<file path="src/hdl/pat_pkg.sv">
// Package for the protection alarm and trip aggregator
// Assumes a 32-bit APB register bus and one system clock
package pat_pkg;
    // ----------------------------------------------------------------
    // Register offsets
    // ----------------------------------------------------------------
    localparam logic [7:0] PAT_OFF_CTRL = 8'h00;
    localparam logic [7:0] PAT_OFF_SUPV = 8'h04;
    localparam logic [7:0] PAT_OFF_ONEP = 8'h08;
    localparam logic [7:0] PAT_OFF_DLY = 8'h0C;
    localparam logic [7:0] PAT_OFF_STAT = 8'h10;
    localparam logic [7:0] PAT_OFF_ELEM = 8'h14;
    localparam logic [7:0] PAT_OFF_IRQ = 8'h18;
    localparam logic [7:0] PAT_OFF_MASK = 8'h1C;
    localparam logic [7:0] PAT_OFF_CBA = 8'h20;
    localparam logic [7:0] PAT_OFF_CBB = 8'h24;
    // ----------------------------------------------------------------
    // Control fields
    // ----------------------------------------------------------------
    localparam int PAT_CTRL_FUNC = 0;
    localparam int PAT_CTRL_EXBA = 1;
    localparam int PAT_CTRL_PERM = 2;
    localparam int PAT_CTRL_EXTA = 3;
    localparam int PAT_CTRL_BLKM = 4;
    // ----------------------------------------------------------------
    // Reset values
    // ----------------------------------------------------------------
    localparam logic [4:0] PAT_CTRL_RST = 5'h01;
    localparam logic [15:0] PAT_DLY_RST = 16'h0004;
    // Interrupt bits: general alarm rise, general trip rise, trip command rise
    localparam int PAT_IRQ_W = 3;
endpackage

</file>
<file path="src/hdl/pat_aggregator.sv">
// Protection alarm and trip aggregator with APB register access
// Assumes synchronous element criteria and block inputs on i_clock
`timescale 1ns/10ps
module pat_aggregator
    import pat_pkg::*;
#(
    parameter int N_ELEM = 8,
    parameter int DLY_W = 16
) (
    input wire logic i_clock,
    input wire logic i_rst_n,
    input wire logic i_psel,
    input wire logic i_penable,
    input wire logic i_pwrite,
    input wire logic [7:0] i_paddr,
    input wire logic [31:0] i_pwdata,
    output logic [31:0] o_prdata,
    output logic o_pready,
    output logic o_pslverr,
    input wire logic [N_ELEM-1:0] i_fault_crit,
    input wire logic [N_ELEM-1:0] i_fault_ph_a,
    input wire logic [N_ELEM-1:0] i_fault_ph_b,
    input wire logic [N_ELEM-1:0] i_fault_ph_c,
    input wire logic i_ext_block_input_a,
    input wire logic i_ext_block_input_b,
    input wire logic i_ext_trip_cmd_block_input,
    input wire logic [N_ELEM-1:0] i_elem_cmd_block,
    output logic [N_ELEM-1:0] o_elem_alarm,
    output logic [N_ELEM-1:0] o_elem_trip,
    output logic [N_ELEM-1:0] o_trip_command_out,
    output logic o_general_alarm,
    output logic o_general_trip,
    output logic o_phase_a_collective_alarm,
    output logic o_phase_b_collective_alarm,
    output logic o_phase_c_collective_alarm,
    output logic o_phase_a_collective_trip,
    output logic o_phase_b_collective_trip,
    output logic o_phase_c_collective_trip,
    output logic o_cb_a_trip,
    output logic o_cb_b_trip,
    output logic o_irq
);
    initial begin
        if (N_ELEM < 1 || N_ELEM > 32) $error("N_ELEM must be 1 to 32");
        if (DLY_W < 1 || DLY_W > 16) $error("DLY_W must be 1 to 16");
    end

    // ----------------------------------------------------------------
    // Registers
    // ----------------------------------------------------------------
    logic [4:0] ctrl_r;
    logic [N_ELEM-1:0] supv_r;
    logic [N_ELEM-1:0] onep_r;
    logic [DLY_W-1:0] dly_r;
    logic [N_ELEM-1:0] cba_r;
    logic [N_ELEM-1:0] cbb_r;
    logic [PAT_IRQ_W-1:0] irq_stat_r;
    logic [PAT_IRQ_W-1:0] irq_mask_r;
    logic [N_ELEM-1:0] crit_r;
    logic [N_ELEM-1:0] pha_r;
    logic [N_ELEM-1:0] phb_r;
    logic [N_ELEM-1:0] phc_r;
    logic [N_ELEM-1:0] eblk_r;
    logic exa_r;
    logic exb_r;
    logic ext_r;
    logic [DLY_W-1:0] tmr_r [N_ELEM];
    logic [N_ELEM-1:0] trip_st;
    logic [N_ELEM-1:0] alarm_st;
    logic prot_block;
    logic cmd_block;
    logic [N_ELEM-1:0] contrib;
    logic [N_ELEM-1:0] cmd_nxt;
    logic [PAT_IRQ_W-1:0] irq_ev;
    logic [PAT_IRQ_W-1:0] irq_clr;
    logic wr_en;
    logic rd_en;

    function automatic logic [31:0] pad(input logic [N_ELEM-1:0] v);
        pad = 32'h0000_0000;
        pad[N_ELEM-1:0] = v;
    endfunction

    // ----------------------------------------------------------------
    // Input sampling
    // ----------------------------------------------------------------
    always_ff @(posedge i_clock) begin
        if (!i_rst_n) begin
            crit_r <= '0;
            pha_r <= '0;
            phb_r <= '0;
            phc_r <= '0;
            eblk_r <= '0;
            exa_r <= 1'b0;
            exb_r <= 1'b0;
            ext_r <= 1'b0;
        end else begin
            crit_r <= i_fault_crit;
            pha_r <= i_fault_ph_a;
            phb_r <= i_fault_ph_b;
            phc_r <= i_fault_ph_c;
            eblk_r <= i_elem_cmd_block;
            exa_r <= i_ext_block_input_a;
            exb_r <= i_ext_block_input_b;
            ext_r <= i_ext_trip_cmd_block_input;
        end
    end

    // ----------------------------------------------------------------
    // Blocking
    // ----------------------------------------------------------------
    always_comb begin
        prot_block = !ctrl_r[PAT_CTRL_FUNC] || ctrl_r[PAT_CTRL_BLKM];
        if (ctrl_r[PAT_CTRL_EXBA] && (exa_r || exb_r)) begin
            prot_block = 1'b1;
        end
        cmd_block = ctrl_r[PAT_CTRL_PERM]
            || (ctrl_r[PAT_CTRL_EXTA] && ext_r);
    end

    // ----------------------------------------------------------------
    // Element alarm and delayed trip
    // ----------------------------------------------------------------
    always_comb begin
        alarm_st = prot_block ? '0 : crit_r;
        for (int i = 0; i < N_ELEM; i++) begin
            trip_st[i] = alarm_st[i] && (tmr_r[i] >= dly_r);
        end
        contrib = ~supv_r;
        cmd_nxt = trip_st & contrib & ~eblk_r & {N_ELEM{!cmd_block}};
    end

    always_ff @(posedge i_clock) begin
        for (int i = 0; i < N_ELEM; i++) begin
            if (!i_rst_n || !alarm_st[i]) begin
                tmr_r[i] <= '0;
            end else if (tmr_r[i] < dly_r) begin
                tmr_r[i] <= DLY_W'(tmr_r[i] + 1'b1);
            end
        end
    end

    // ----------------------------------------------------------------
    // Element and collective outputs
    // ----------------------------------------------------------------
    always_ff @(posedge i_clock) begin
        if (!i_rst_n) begin
            o_elem_alarm <= '0;
            o_elem_trip <= '0;
            o_trip_command_out <= '0;
            o_general_alarm <= 1'b0;
            o_general_trip <= 1'b0;
            o_phase_a_collective_alarm <= 1'b0;
            o_phase_b_collective_alarm <= 1'b0;
            o_phase_c_collective_alarm <= 1'b0;
            o_phase_a_collective_trip <= 1'b0;
            o_phase_b_collective_trip <= 1'b0;
            o_phase_c_collective_trip <= 1'b0;
            o_cb_a_trip <= 1'b0;
            o_cb_b_trip <= 1'b0;
        end else begin
            o_elem_alarm <= alarm_st;
            o_elem_trip <= trip_st;
            o_trip_command_out <= cmd_nxt;
            o_general_alarm <= |(alarm_st & contrib);
            o_general_trip <= |(trip_st & contrib);
            o_phase_a_collective_alarm <= |(alarm_st & contrib & onep_r & pha_r);
            o_phase_b_collective_alarm <= |(alarm_st & contrib & onep_r & phb_r);
            o_phase_c_collective_alarm <= |(alarm_st & contrib & onep_r & phc_r);
            o_phase_a_collective_trip <= |(trip_st & contrib & onep_r & pha_r);
            o_phase_b_collective_trip <= |(trip_st & contrib & onep_r & phb_r);
            o_phase_c_collective_trip <= |(trip_st & contrib & onep_r & phc_r);
            o_cb_a_trip <= |(cmd_nxt & cba_r);
            o_cb_b_trip <= |(cmd_nxt & cbb_r);
        end
    end

    // ----------------------------------------------------------------
    // APB slave
    // ----------------------------------------------------------------
    assign wr_en = i_psel && i_penable && i_pwrite;
    assign rd_en = i_psel && !i_penable && !i_pwrite;

    always_ff @(posedge i_clock) begin
        if (!i_rst_n) begin
            ctrl_r <= PAT_CTRL_RST;
            supv_r <= '0;
            onep_r <= '0;
            dly_r <= DLY_W'(PAT_DLY_RST);
            cba_r <= '0;
            cbb_r <= '0;
            irq_mask_r <= '0;
        end else if (wr_en) begin
            case (i_paddr)
                PAT_OFF_CTRL: ctrl_r <= i_pwdata[4:0];
                PAT_OFF_SUPV: supv_r <= i_pwdata[N_ELEM-1:0];
                PAT_OFF_ONEP: onep_r <= i_pwdata[N_ELEM-1:0];
                PAT_OFF_DLY: dly_r <= i_pwdata[DLY_W-1:0];
                PAT_OFF_MASK: irq_mask_r <= i_pwdata[PAT_IRQ_W-1:0];
                PAT_OFF_CBA: cba_r <= i_pwdata[N_ELEM-1:0];
                PAT_OFF_CBB: cbb_r <= i_pwdata[N_ELEM-1:0];
                default: ;
            endcase
        end
    end

    always_ff @(posedge i_clock) begin
        if (!i_rst_n) begin
            o_prdata <= 32'h0000_0000;
            o_pready <= 1'b0;
            o_pslverr <= 1'b0;
        end else begin
            o_pready <= i_psel && !i_penable;
            o_pslverr <= i_psel && !i_penable && (i_paddr > PAT_OFF_CBB || i_paddr[1:0] != 2'h0);
            if (rd_en) begin
                case (i_paddr)
                    PAT_OFF_CTRL: o_prdata <= {27'h0, ctrl_r};
                    PAT_OFF_SUPV: o_prdata <= pad(supv_r);
                    PAT_OFF_ONEP: o_prdata <= pad(onep_r);
                    PAT_OFF_DLY: o_prdata <= {16'h0, 16'(dly_r)};
                    PAT_OFF_STAT: o_prdata <= {23'h0, o_cb_b_trip, o_cb_a_trip,
                        o_phase_c_collective_trip, o_phase_b_collective_trip,
                        o_phase_a_collective_trip, o_general_trip, cmd_block,
                        prot_block, o_general_alarm};
                    PAT_OFF_ELEM: o_prdata <= pad(o_elem_trip);
                    PAT_OFF_IRQ: o_prdata <= {29'h0, irq_stat_r};
                    PAT_OFF_MASK: o_prdata <= {29'h0, irq_mask_r};
                    PAT_OFF_CBA: o_prdata <= pad(cba_r);
                    PAT_OFF_CBB: o_prdata <= pad(cbb_r);
                    default: o_prdata <= 32'h0000_0000;
                endcase
            end
        end
    end

    // ----------------------------------------------------------------
    // Interrupts
    // ----------------------------------------------------------------
    always_comb begin
        irq_ev[0] = |(alarm_st & contrib) && !o_general_alarm;
        irq_ev[1] = |(trip_st & contrib) && !o_general_trip;
        irq_ev[2] = |cmd_nxt && !(|o_trip_command_out);
        irq_clr = (wr_en && i_paddr == PAT_OFF_IRQ) ? i_pwdata[PAT_IRQ_W-1:0] : '0;
    end

    always_ff @(posedge i_clock) begin
        if (!i_rst_n) begin
            irq_stat_r <= '0;
            o_irq <= 1'b0;
        end else begin
            irq_stat_r <= (irq_stat_r & ~irq_clr) | irq_ev;
            o_irq <= |(((irq_stat_r & ~irq_clr) | irq_ev) & irq_mask_r);
        end
    end
endmodule

</file>
<file path="config.mk">
export PLATFORM = sky130hd
export DESIGN_NAME = pat_aggregator
export DESIGN_NICKNAME = d
export VERILOG_FILES = /design/src/hdl/pat_pkg.sv /design/src/hdl/pat_aggregator.sv
export SDC_FILE = /design/constraint.sdc
export NUM_CORES = 1
export LEC_CHECK = 0
export BUFFER_PORTS_ARGS = -buffer_cell sky130_fd_sc_hd__buf_2
export CAP_MARGIN = 0
export CORE_ASPECT_RATIO = 0.5
export CORE_MARGIN = 3
export CORE_UTILIZATION = 30
export CTS_BUF_LIST = sky130_fd_sc_hd__clkbuf_16
export DETAILED_ROUTE_END_ITERATION = 8
export GPL_ROUTABILITY_DRIVEN = 1
export MAX_ROUTING_LAYER = met4
export PLACE_DENSITY = 0.44
export SLEW_MARGIN = 20
export SYNTH_ARGS = -nofsm -noshare
export SYNTH_HDL_FRONTEND = slang
export SYNTH_SLANG_ARGS = --single-unit
</file>
<file path="constraint.sdc">
create_clock -name i_clock -period 5.5 [get_ports i_clock]
set_input_delay 0.825 -clock i_clock [delete_from_list [all_inputs] [get_ports i_clock]]
set_output_delay 0.825 -clock i_clock [all_outputs]
set_load 0.03 [all_outputs]
</file>
==> impl_metrics.ini, run 1 <==
[outcome]
outcome = finished, final reports clean

[synthesis]
synth_edf_count = 128
yosys.cell_types.count = 81
synth_area_per_cell_um2 = 9.40
synth_compound_area_share_pct = 10.3
synthSimpleGateAreaFrac_pct = 22.3
synthCells = 1663
synth.ff_latch_count = 283
async_flop_share_pct = 0
yosys_warnings = 0
synth_ff_type = dfxtp_1
synth_xor_area_share_pct = 6.22
ys_seq_area_share_pct = 44.5
synthesis.area_um2 = 15600
synth_top_family_by_area = simple AND/OR/NAND/NOR gates
synthAdderAreaFrac_pct = 10.9
synth.area.mux_share_pct = 2.38

[detailed_routing]
drc = 0
wl_per_cell_um = 19.3
route.vias.total = 12400
wl_um = 48200
antenna_left = 0
first_iter_violations = 798
drtPass1Iterations = 5
vias_per_cell = 4.96

[cts]
cts_hold_buf = 0
worstSkewPairLatency_ps = 590
cts_buffers = 30
h-tree-depth = 1
postCtsSetupBuffers = 0
root_buffer = clkbuf_16
cts_tree = built
cts.clk_slew.worst_paths_ps = 70
clkSinkCount = 283
clockBufferDepth = 3
ctsResizeCount = 0

[sta]
rsz0062_at_grt = false
fmax_ghz = 0.251
setup-violations-final = 0
finalSetupTns_ps = 0
skew_ps = 29.2
fin_crit_ps = 3980
period_share_pct = 72.4
max_slew_margin_pct = 38.1
hold_viol = 0
slew_violations = 0
worst_slew_pin_slew_ps = 928

[power]
p_sw_mw = 3.33
ir_drop_mv = 0.284
sw_frac_of_total_pct = 40.8
clkPwrFrac_pct = 24.7
p_leak_nw = 7.24
total_power_mw = 8.17
p_int_mw = 4.84
power.share.sequential_pct = 37.3
powerDensity_nw_per_um2 = 456
pwr-share-comb_pct = 38.0

[global_route]
grt_max_degree = 62
grt.busiest_layer = met2
grt_use_met1_pct = 25.4
antenna_found_initial = 0
track_usage_pct = 17.7
global_route.usage.met3_pct = 2.57
grt-ovfl-total = 0
grtUsageMet2_pct = 26.3
grt_pass1_vias = 11900
grt_pass1_wl_um = 73000

[setup_path]
critPathMaxFanout = 8
worstPathRequired_ps = 5970
critPathKind = reg -> reg
cp.arrival_ps = 4450
critPathCaptureType = register
start_kind = register

[cells_and_area]
multi_input_area_um2 = 8220
layout.nets = 2002
fill_cells = 5281
final_cell_mix = nor2_1 (232), nand2_1 (159), dfxtp_1 (155)
final_common_cell = nor2_1
drive_gt1_share_pct = 12.2
area_growth_pct = 14.6
fin_util_pct = 35.2
seqCellArea_um2 = 6950

[floorplan]
initial_core_util_pct = 30.7
rows = 58
core_um2 = 50900
io_pins = 157
die_height_um = 167
dieWidth_um = 329
fp.dieArea_um2 = 55000

[placed_design]
io_buffer_count = 124
place_congestion = 0.809
dpl.hpwl_um = 34400

[worst_hold_path]
hold_path.class = in -> reg

[flow_run]
drv_cap = 0
[cell families (layout without fill, tap and decap cells)]
| kind of cell | Yosys count | after routing |
|---|---|---|
| AO/OA/AOI/OAI | 253 | 253 |
| XOR/XNOR | 111 | 111 |
| adder cells (fa/ha/maj) | 136 | 136 |
| buffers and inverters | 125 | 249 |
| flip-flops | 283 | 283 |
| multiplexers | 34 | 34 |
| other | 1 | 17 |
| AND/OR/NAND/NOR | 720 | 720 |
[power groups by stage]
stage	registers, mW	clock network, mW	logic (mW)
after floorplan	3.03	0	2.07
after global placement	3.10	0	3.09
after detailed placement	3.08	0	3.09
after CTS	3.05	2.07	3.11
after global routing	3.11	2.15	3.47
final	3.05	2.02	3.11
[Yosys cell counts, drive strengths merged, types with 3 or more instances]
cell type | instances | area [µm²]
nand2b | 13 | 81.3
nand2 | 160 | 603
mux2i | 27 | 270
o22ai | 4 | 25.0
nor4 | 12 | 103
o31ai | 3 | 22.5
nor3b | 4 | 30.0
nand4 | 40 | 256
o211a | 3 | 30.0
edfxtp | 128 | 3840
a21oi | 99 | 495
dfxtp | 155 | 3100
o211ai | 7 | 52.6
a211oi | 6 | 50.1
nor3 | 20 | 100
xnor2 | 50 | 438
buf | 21 | 141
xor2 | 61 | 534
a22oi | 16 | 120
inv | 56 | 210
and3 | 38 | 245
a21boi | 3 | 22.5
a221o | 5 | 50.1
a222oi | 3 | 30.0
o21ai | 50 | 258
a221oi | 13 | 114
and2 | 59 | 372
nand3 | 101 | 518
a21o | 12 | 90.1
clkbuf | 48 | 180
o21a | 3 | 22.5
or3 | 3 | 18.8
mux2 | 5 | 56.3
or2 | 5 | 31.3
and4b | 3 | 30.0
ha | 136 | 1700
nor2b | 13 | 83.8
nor2 | 232 | 871
a31oi | 5 | 31.3
and4 | 6 | 52.6
a22o | 5 | 43.8
[per-stage QoR]
step	instances	cell area, µm²	setup WS, ps	hold WS [ps]
floorplan	1678	15700	2540	443
global route	2492	17900	1290	418
CTS	2492	17900	1510	409
finish	2493	17900	1520	437
global placement	2436	17000	1550	458
detailed placement	2436	17000	1510	466
[state kept, by name, summed over array words and instances, names as in the netlist, 3 cells and up]
name	count
tmr_r	128
dly_r	16
o_prdata	16
cba_r	8
cbb_r	8
crit_r	8
eblk_r	8
o_elem_alarm	8
o_elem_trip	8
o_trip_command_out	8
onep_r	8
pha_r	8
phb_r	8
phc_r	8
supv_r	8
ctrl_r	5
irq_mask_r	3
irq_stat_r	3
[worst paths after layout]
| check | startpoint | to | slack (ps) | cells after the start |
|---|---|---|---|---|
| max reg2reg | dly_r[6] | o_irq | 1520 | 10 |
| min | i_elem_cmd_block[0] | eblk_r[0] | 440 | 2 |
| max | dly_r[6] | o_irq | 1520 | 10 |
| min reg2reg | dly_r[11] | dly_r[11] | 470 | 2 |
[metal layers]
layer	share of wire [%]	vias up	wire, µm
li1	-	6139	-
met1	50	5913	24300
met2	44	246	21000
met3	3.9	64	1860
met4	2.2	0	1060
met5	0	-	0
[final cells by class]
| class | instances | area share [%] |
|---|---|---|
| diodes | 1 | 0.0140 |
| flip-flops and latches | 283 | 38.8 |
| clock inverters | 25 | 1.01 |
| repair buffers | 137 | 4.01 |
| inverters | 56 | 1.17 |
| well taps | 690 | 4.82 |
| clock buffers | 31 | 4.33 |
| multi-input cells | 1270 | 45.9 |
[critical path, stage by stage (launching register included)]
cell and delay, ps:
dfxtp_1 330, inv_1 570, ha_1 360, o21ai_0 150
o21ai_1 100, a221oi_1 660, and2_1 460, nor2_1 90
a221o_1 390, a221o_1 350, a221o_1 370
(Power assumes the default switching activity.)
==> inputs of run 2 (changes only) <==
- PLACE_DENSITY: 0.44 -> 0.46
- clock period: 5.5 -> 3.6 ns (I/O delays scaled with it)
==> run 2 against run 1 <==
Power increased by 60%. Hold slack got worse by 280 ps. Clock-buffer cell count decreased by 1. Sequential share of layout area decreased by 1.1 points. Utilization increased by 1.1 points. Clock skew decreased by 6.9 ps. Worst setup slack got worse by 1300 ps. Routed wire length increased by 0.68%. Critical path type unchanged. Largest power group unchanged.
==> impl_metrics.ini, run 2 (same netlist as run 1, synthesis figures left out) <==
[outcome]
outcome = finished, final reports clean

[power]
clkPwrFrac_pct = 25.4
p_sw_mw = 5.17
powerDensity_nw_per_um2 = 709
ir_drop_mv = 0.437
power.share.sequential_pct = 35.7
p_leak_nw = 7.51
pwr-share-comb_pct = 39.0
sw_frac_of_total_pct = 39.5
p_int_mw = 7.91

[cts]
h-tree-depth = 1
clockBufferDepth = 3
cts_buffers = 30
root_buffer = clkbuf_16
cts.clk_slew.worst_paths_ps = 70
clkSinkCount = 283
cts_tree = built
worstSkewPairLatency_ps = 590

[global_route]
track_usage_pct = 18.0
grt_max_degree = 77
grt_pass1_vias = 12200
grt_pass1_wl_um = 74300
grt-ovfl-total = 0
antenna_found_initial = 1

[setup_path]
worstPathRequired_ps = 4080
r2r_end = o_irq
critPathKind = reg -> reg
crit_chain = inv_1, buf_4, ha_1, a21oi_1, o21ai_0, a22oi_1, nand2_1, a2bb2oi_1, nand4b_1, a221o_1, a221o_1
critPathMaxStageDelay_ps = 430
critPathCaptureType = register
rrSetupSlack_ps = 230
start_kind = register
cp_common_cell = a221o_1
crit_family = compound AO/OA/AOI/OAI gates
crit_slowest_cell = a22oi_1
crit-reg2reg-launch = dly_r[11]
critPathMaxFanout = 5
rr_worst_depth = 11
cp.arrival_ps = 3850
cp.buffers_inverters = 2

[worst_hold_path]
hold_depth = 2
hold_path.class = in -> reg
hold_start = i_elem_cmd_block[6]
min_delay_worst_endpoint = eblk_r[6]

[sta]
period_share_pct = 93.7
setup-violations-final = 0
worst_slew_pin_slew_ps = 663
fmax_ghz = 0.297
max_slew_margin_pct = 55.6
slew_violations = 0
finalSetupTns_ps = 0
rsz0062_at_grt = false
skew_ps = 22.2
fin_crit_ps = 3370
hold_viol = 0

[cells_and_area]
layout.nets = 2052
final_common_cell = nor2_1
largest_register = tmr_r
stdcell_count = 2543
final_cell_mix = nor2_1 (232), nand2_1 (159), dfxtp_1 (155)
reg.largest.list = tmr_r x128, dly_r x16, o_prdata x16
area_growth_pct = 18.1
drive_gt1_share_pct = 14.6
largest_reg_flops = 128

[floorplan]
io_pins = 157
fp.dieArea_um2 = 55000
rows = 58
initial_core_util_pct = 30.7
die_height_um = 167
dieWidth_um = 329
core_um2 = 50900

[detailed_routing]
vias_per_cell = 4.94
wl_um = 48600
drc = 0
wl_per_cell_um = 19.1
drtPass1Iterations = 5
antenna_left = 0
route.vias.total = 12600
first_iter_violations = 843

[placed_design]
dp.cells = 2481
place_congestion = 0.830
io_buffer_count = 124
dpl.hpwl_um = 35500

[flow_run]
drv_cap = 0
-- run 2: changes by cell type in the layout (fill, tap and decap cells not counted), sizes merged --
cell,change
inv,-6
bufinv,+4
buf,+50
clkbuf,-1
clkinv,-2
clkinvlp,+5
-- run 2: final cells by class --
cell class | instances | area, µm²
clock buffer | 30 | 751
clock inverter | 26 | 292
multi-input combinational | 1270 | 8210
timing repair buffer | 187 | 1170
fill | 5228 | 32400
inverter | 56 | 218
sequential | 283 | 6950
tap | 690 | 863
antenna | 1 | 2.50
-- run 2: per-layer routing --
layer  track usage (%)  routed length [µm]  part of all wire, %  up-vias
met1              25.0               23700                   49     5985
met2              28.2               21900                   45      268
met3              1.87                1840                  3.8       66
met5                 -                   0                    0        -
li1                  -                   -                    -     6235
met4              3.91                1170                  2.4        0
-- run 2: worst max-delay path by stage --
stage,start,end,slack (ps),cells after the start
floorplan,dly_r[13],tmr_r[1][48],640,7
global placement,dly_r[10],o_irq,90,11
detailed placement,dly_r[13],o_irq,190,10
CTS,dly_r[13],o_irq,180,10
global route,dly_r[10],o_irq,20,12
finish,dly_r[11],o_irq,230,11
-- run 2: power by group through the flow --
| stage | sequential (mW) | clock, mW | combinational (mW) |
|---|---|---|---|
| finish | 4.66 | 3.32 | 5.10 |
| global route | 4.75 | 3.53 | 5.70 |
| CTS | 4.67 | 3.41 | 5.12 |
| detailed placement | 4.72 | 0 | 5.08 |
| global placement | 4.73 | 0 | 5.07 |
| floorplan | 4.63 | 0 | 3.16 |
-- run 2: through the flow --
stage / setup WS (ps) / cell area, µm² / total power [mW] / hold slack [ps] / utilization (%)
after floorplan: 639 / 15700 / 7.80 / 443 / -
after global placement: 87.9 / 17400 / 9.80 / 459 / 34.1
after detailed placement: 195 / 17400 / 9.80 / 465 / 34.1
after CTS: 179 / 18400 / 13.2 / 129 / 36.2
after global routing: 21.2 / 18400 / 14.0 / 139 / 36.3
final: 228 / 18500 / 13.1 / 160 / 36.3
-- run 2: timing repair --
item,CTS,global route
buffers inserted,0,5
hold buffers,0,0
gates resized for setup,0,2
hold endpoints to repair,0,0
setup endpoints to repair,0,1
==> inputs of run 3 (changes only) <==
--- a/config.mk
+++ b/config.mk
@@ -13,2 +13,3 @@
 export CTS_BUF_LIST = sky130_fd_sc_hd__clkbuf_16
+export CTS_CLUSTER_DIAMETER = 200
 export DETAILED_ROUTE_END_ITERATION = 8
@@ -16,3 +17,3 @@
 export MAX_ROUTING_LAYER = met4
-export PLACE_DENSITY = 0.46
+export PLACE_DENSITY = 0.44
 export SLEW_MARGIN = 20
==> constraint.sdc (replaced) <==
create_clock -name i_clock -period 3.75 [get_ports i_clock]
set_input_delay 0.5625 -clock i_clock [delete_from_list [all_inputs] [get_ports i_clock]]
set_output_delay 0.5625 -clock i_clock [all_outputs]
set_load 0.01 [all_outputs]
==> run 3 against run 2 <==
Power is 6.4% lower. Routed wire length about the same. Critical path depth unchanged. Clock power decreased by 9.3%. Hold slack improved by 7.4 ps. Die area unchanged. Clock skew increased by 5.9 ps. Sequential share of layout area is 0.46 points higher. Flip-flop and latch count unchanged. Highest routed layer unchanged.
==> impl_metrics.ini, run 3 (same netlist as run 1, synthesis figures left out) <==
[sta]
max_slew_margin_pct = 40.9
fin_crit_ps = 3420
hold_viol = 0
setup-violations-final = 0
slew_violations = 0
skew_ps = 28.1
fmax_ghz = 0.293
period_share_pct = 91.1
worst_slew_pin_slew_ps = 879
rsz0062_at_grt = false
holdWs_ps = 168
finalSetupTns_ps = 0

[floorplan]
fp.dieArea_um2 = 55000
initial_core_util_pct = 30.7
die_height_um = 167
dieWidth_um = 329
io_pins = 157
core_um2 = 50900
rows = 58

[cts]
cts_hold_buf = 0
cts_buffers = 30
h-tree-depth = 1
worstSkewPairLatency_ps = 600
clockBufferDepth = 3
cts_tree = built
root_buffer = clkbuf_16
ctsResizeCount = 0
cts.clk_slew.worst_paths_ps = 60
clkSinkCount = 283
postCtsSetupBuffers = 0

[setup_path]
crit_family = compound AO/OA/AOI/OAI gates
crit-reg2reg-launch = dly_r[1]
critPathKind = reg -> reg
rrSetupSlack_ps = 330
cp_common_cell = a221o_1
crit_chain = inv_1, ha_1, nor2b_1, o211a_1, o31ai_1, buf_4, and2_1, nor2_1, a221o_1, a221o_1, a221o_1
start_kind = register
cp_num_cells = 11
cp.buffers_inverters = 2
rr_worst_depth = 11
crit_path_end = o_irq
cp.arrival_ps = 3900
critPathCaptureType = register
worstPathRequired_ps = 4230
critPathLaunch = dly_r[1]
crit_slowest_cell = inv_1
critPathMaxStageDelay_ps = 540
r2r_end = o_irq
critPathMaxFanout = 8

[power]
clkPwrFrac_pct = 24.6
p_sw_mw = 4.87
pwr-share-comb_pct = 38.8
power.share.sequential_pct = 36.6
total_power_mw = 12.2
ir_drop_mv = 0.431
p_leak_nw = 7.42
sw_frac_of_total_pct = 39.8
p_int_mw = 7.37
powerDensity_nw_per_um2 = 671

[cells_and_area]
area_growth_pct = 16.7
post-route-cell-area_um2 = 18200
largest_register = tmr_r
final_common_cell = nor2_1
layout.nets = 2035
largest_reg_flops = 128
antenna_cells = 0
reg.largest.list = tmr_r x128, dly_r x16, o_prdata x16
drive_gt1_share_pct = 13.8
final_cell_mix = nor2_1 (232), nand2_1 (159), dfxtp_1 (155)

[global_route]
grt_max_degree = 77
grt_pass1_wl_um = 74100
track_usage_pct = 17.9
grt-ovfl-total = 0
antenna_found_initial = 1
grt_pass1_vias = 12100

[placed_design]
io_buffer_count = 124
post_dp_cell_area_um2 = 17200
place_congestion = 0.849
dpl.hpwl_um = 35500

[worst_hold_path]
hold_depth = 2
hold_path.class = in -> reg

[detailed_routing]
wl_per_cell_um = 19.2
wl_um = 48500
first_iter_violations = 911
antenna_left = 0
vias_per_cell = 4.99
drc = 0
route.vias.total = 12600
drtPass1Iterations = 5

[flow_run]
drv_cap = 0

[outcome]
outcome = finished, final reports clean
-- run 3: through the flow --
step | cells | worst slack (ps) | util, %
2_1_floorplan | 1678 | 789 | -
3_3_place_gp | 2469 | 278 | 33.9
3_5_place_dp | 2469 | 235 | 33.9
4_1_cts | 2525 | 194 | 35.8
5_1_grt | 2525 | 61.0 | 35.8
6_report | 2525 | 334 | 35.8
-- run 3: worst min-delay path by stage --
stage | startpoint | end | slack [ps]
5_1_grt | i_ext_trip_cmd_block_input | ext_r | 140
4_1_cts | i_elem_cmd_block[4] | eblk_r[4] | 140
3_3_place_gp | dly_r[7] | dly_r[7] | 460
2_1_floorplan | supv_r[7] | supv_r[7] | 440
3_5_place_dp | dly_r[7] | dly_r[7] | 470
6_report | i_elem_cmd_block[4] | eblk_r[4] | 170
-- run 3: power by group through the flow --
stage               registers, mW  clock network (mW)  logic [mW]
floorplan                    4.36                   0        3.02
global placement             4.54                   0        4.73
detailed placement           4.54                   0        4.73
CTS                          4.48                3.11        4.77
global route                 4.57                3.22        5.30
finish                       4.48                3.01        4.75
-- run 3: layer usage --
metal	track usage, %	vias up	wire, µm
met1	25.8	6048	24000
met5	-	-	0
met4	3.69	0	978
met2	26.8	290	21300
li1	-	6205	-
met3	2.43	51	2300
-- run 3: cell type report --
type	count	area, µm²
flip-flops and latches	283	6950
clock buffers	32	801
clock inverters	24	186
well taps	690	863
multi-input cells	1270	8220
inverters	56	210
fillers	5267	32600
repair buffers	170	1000
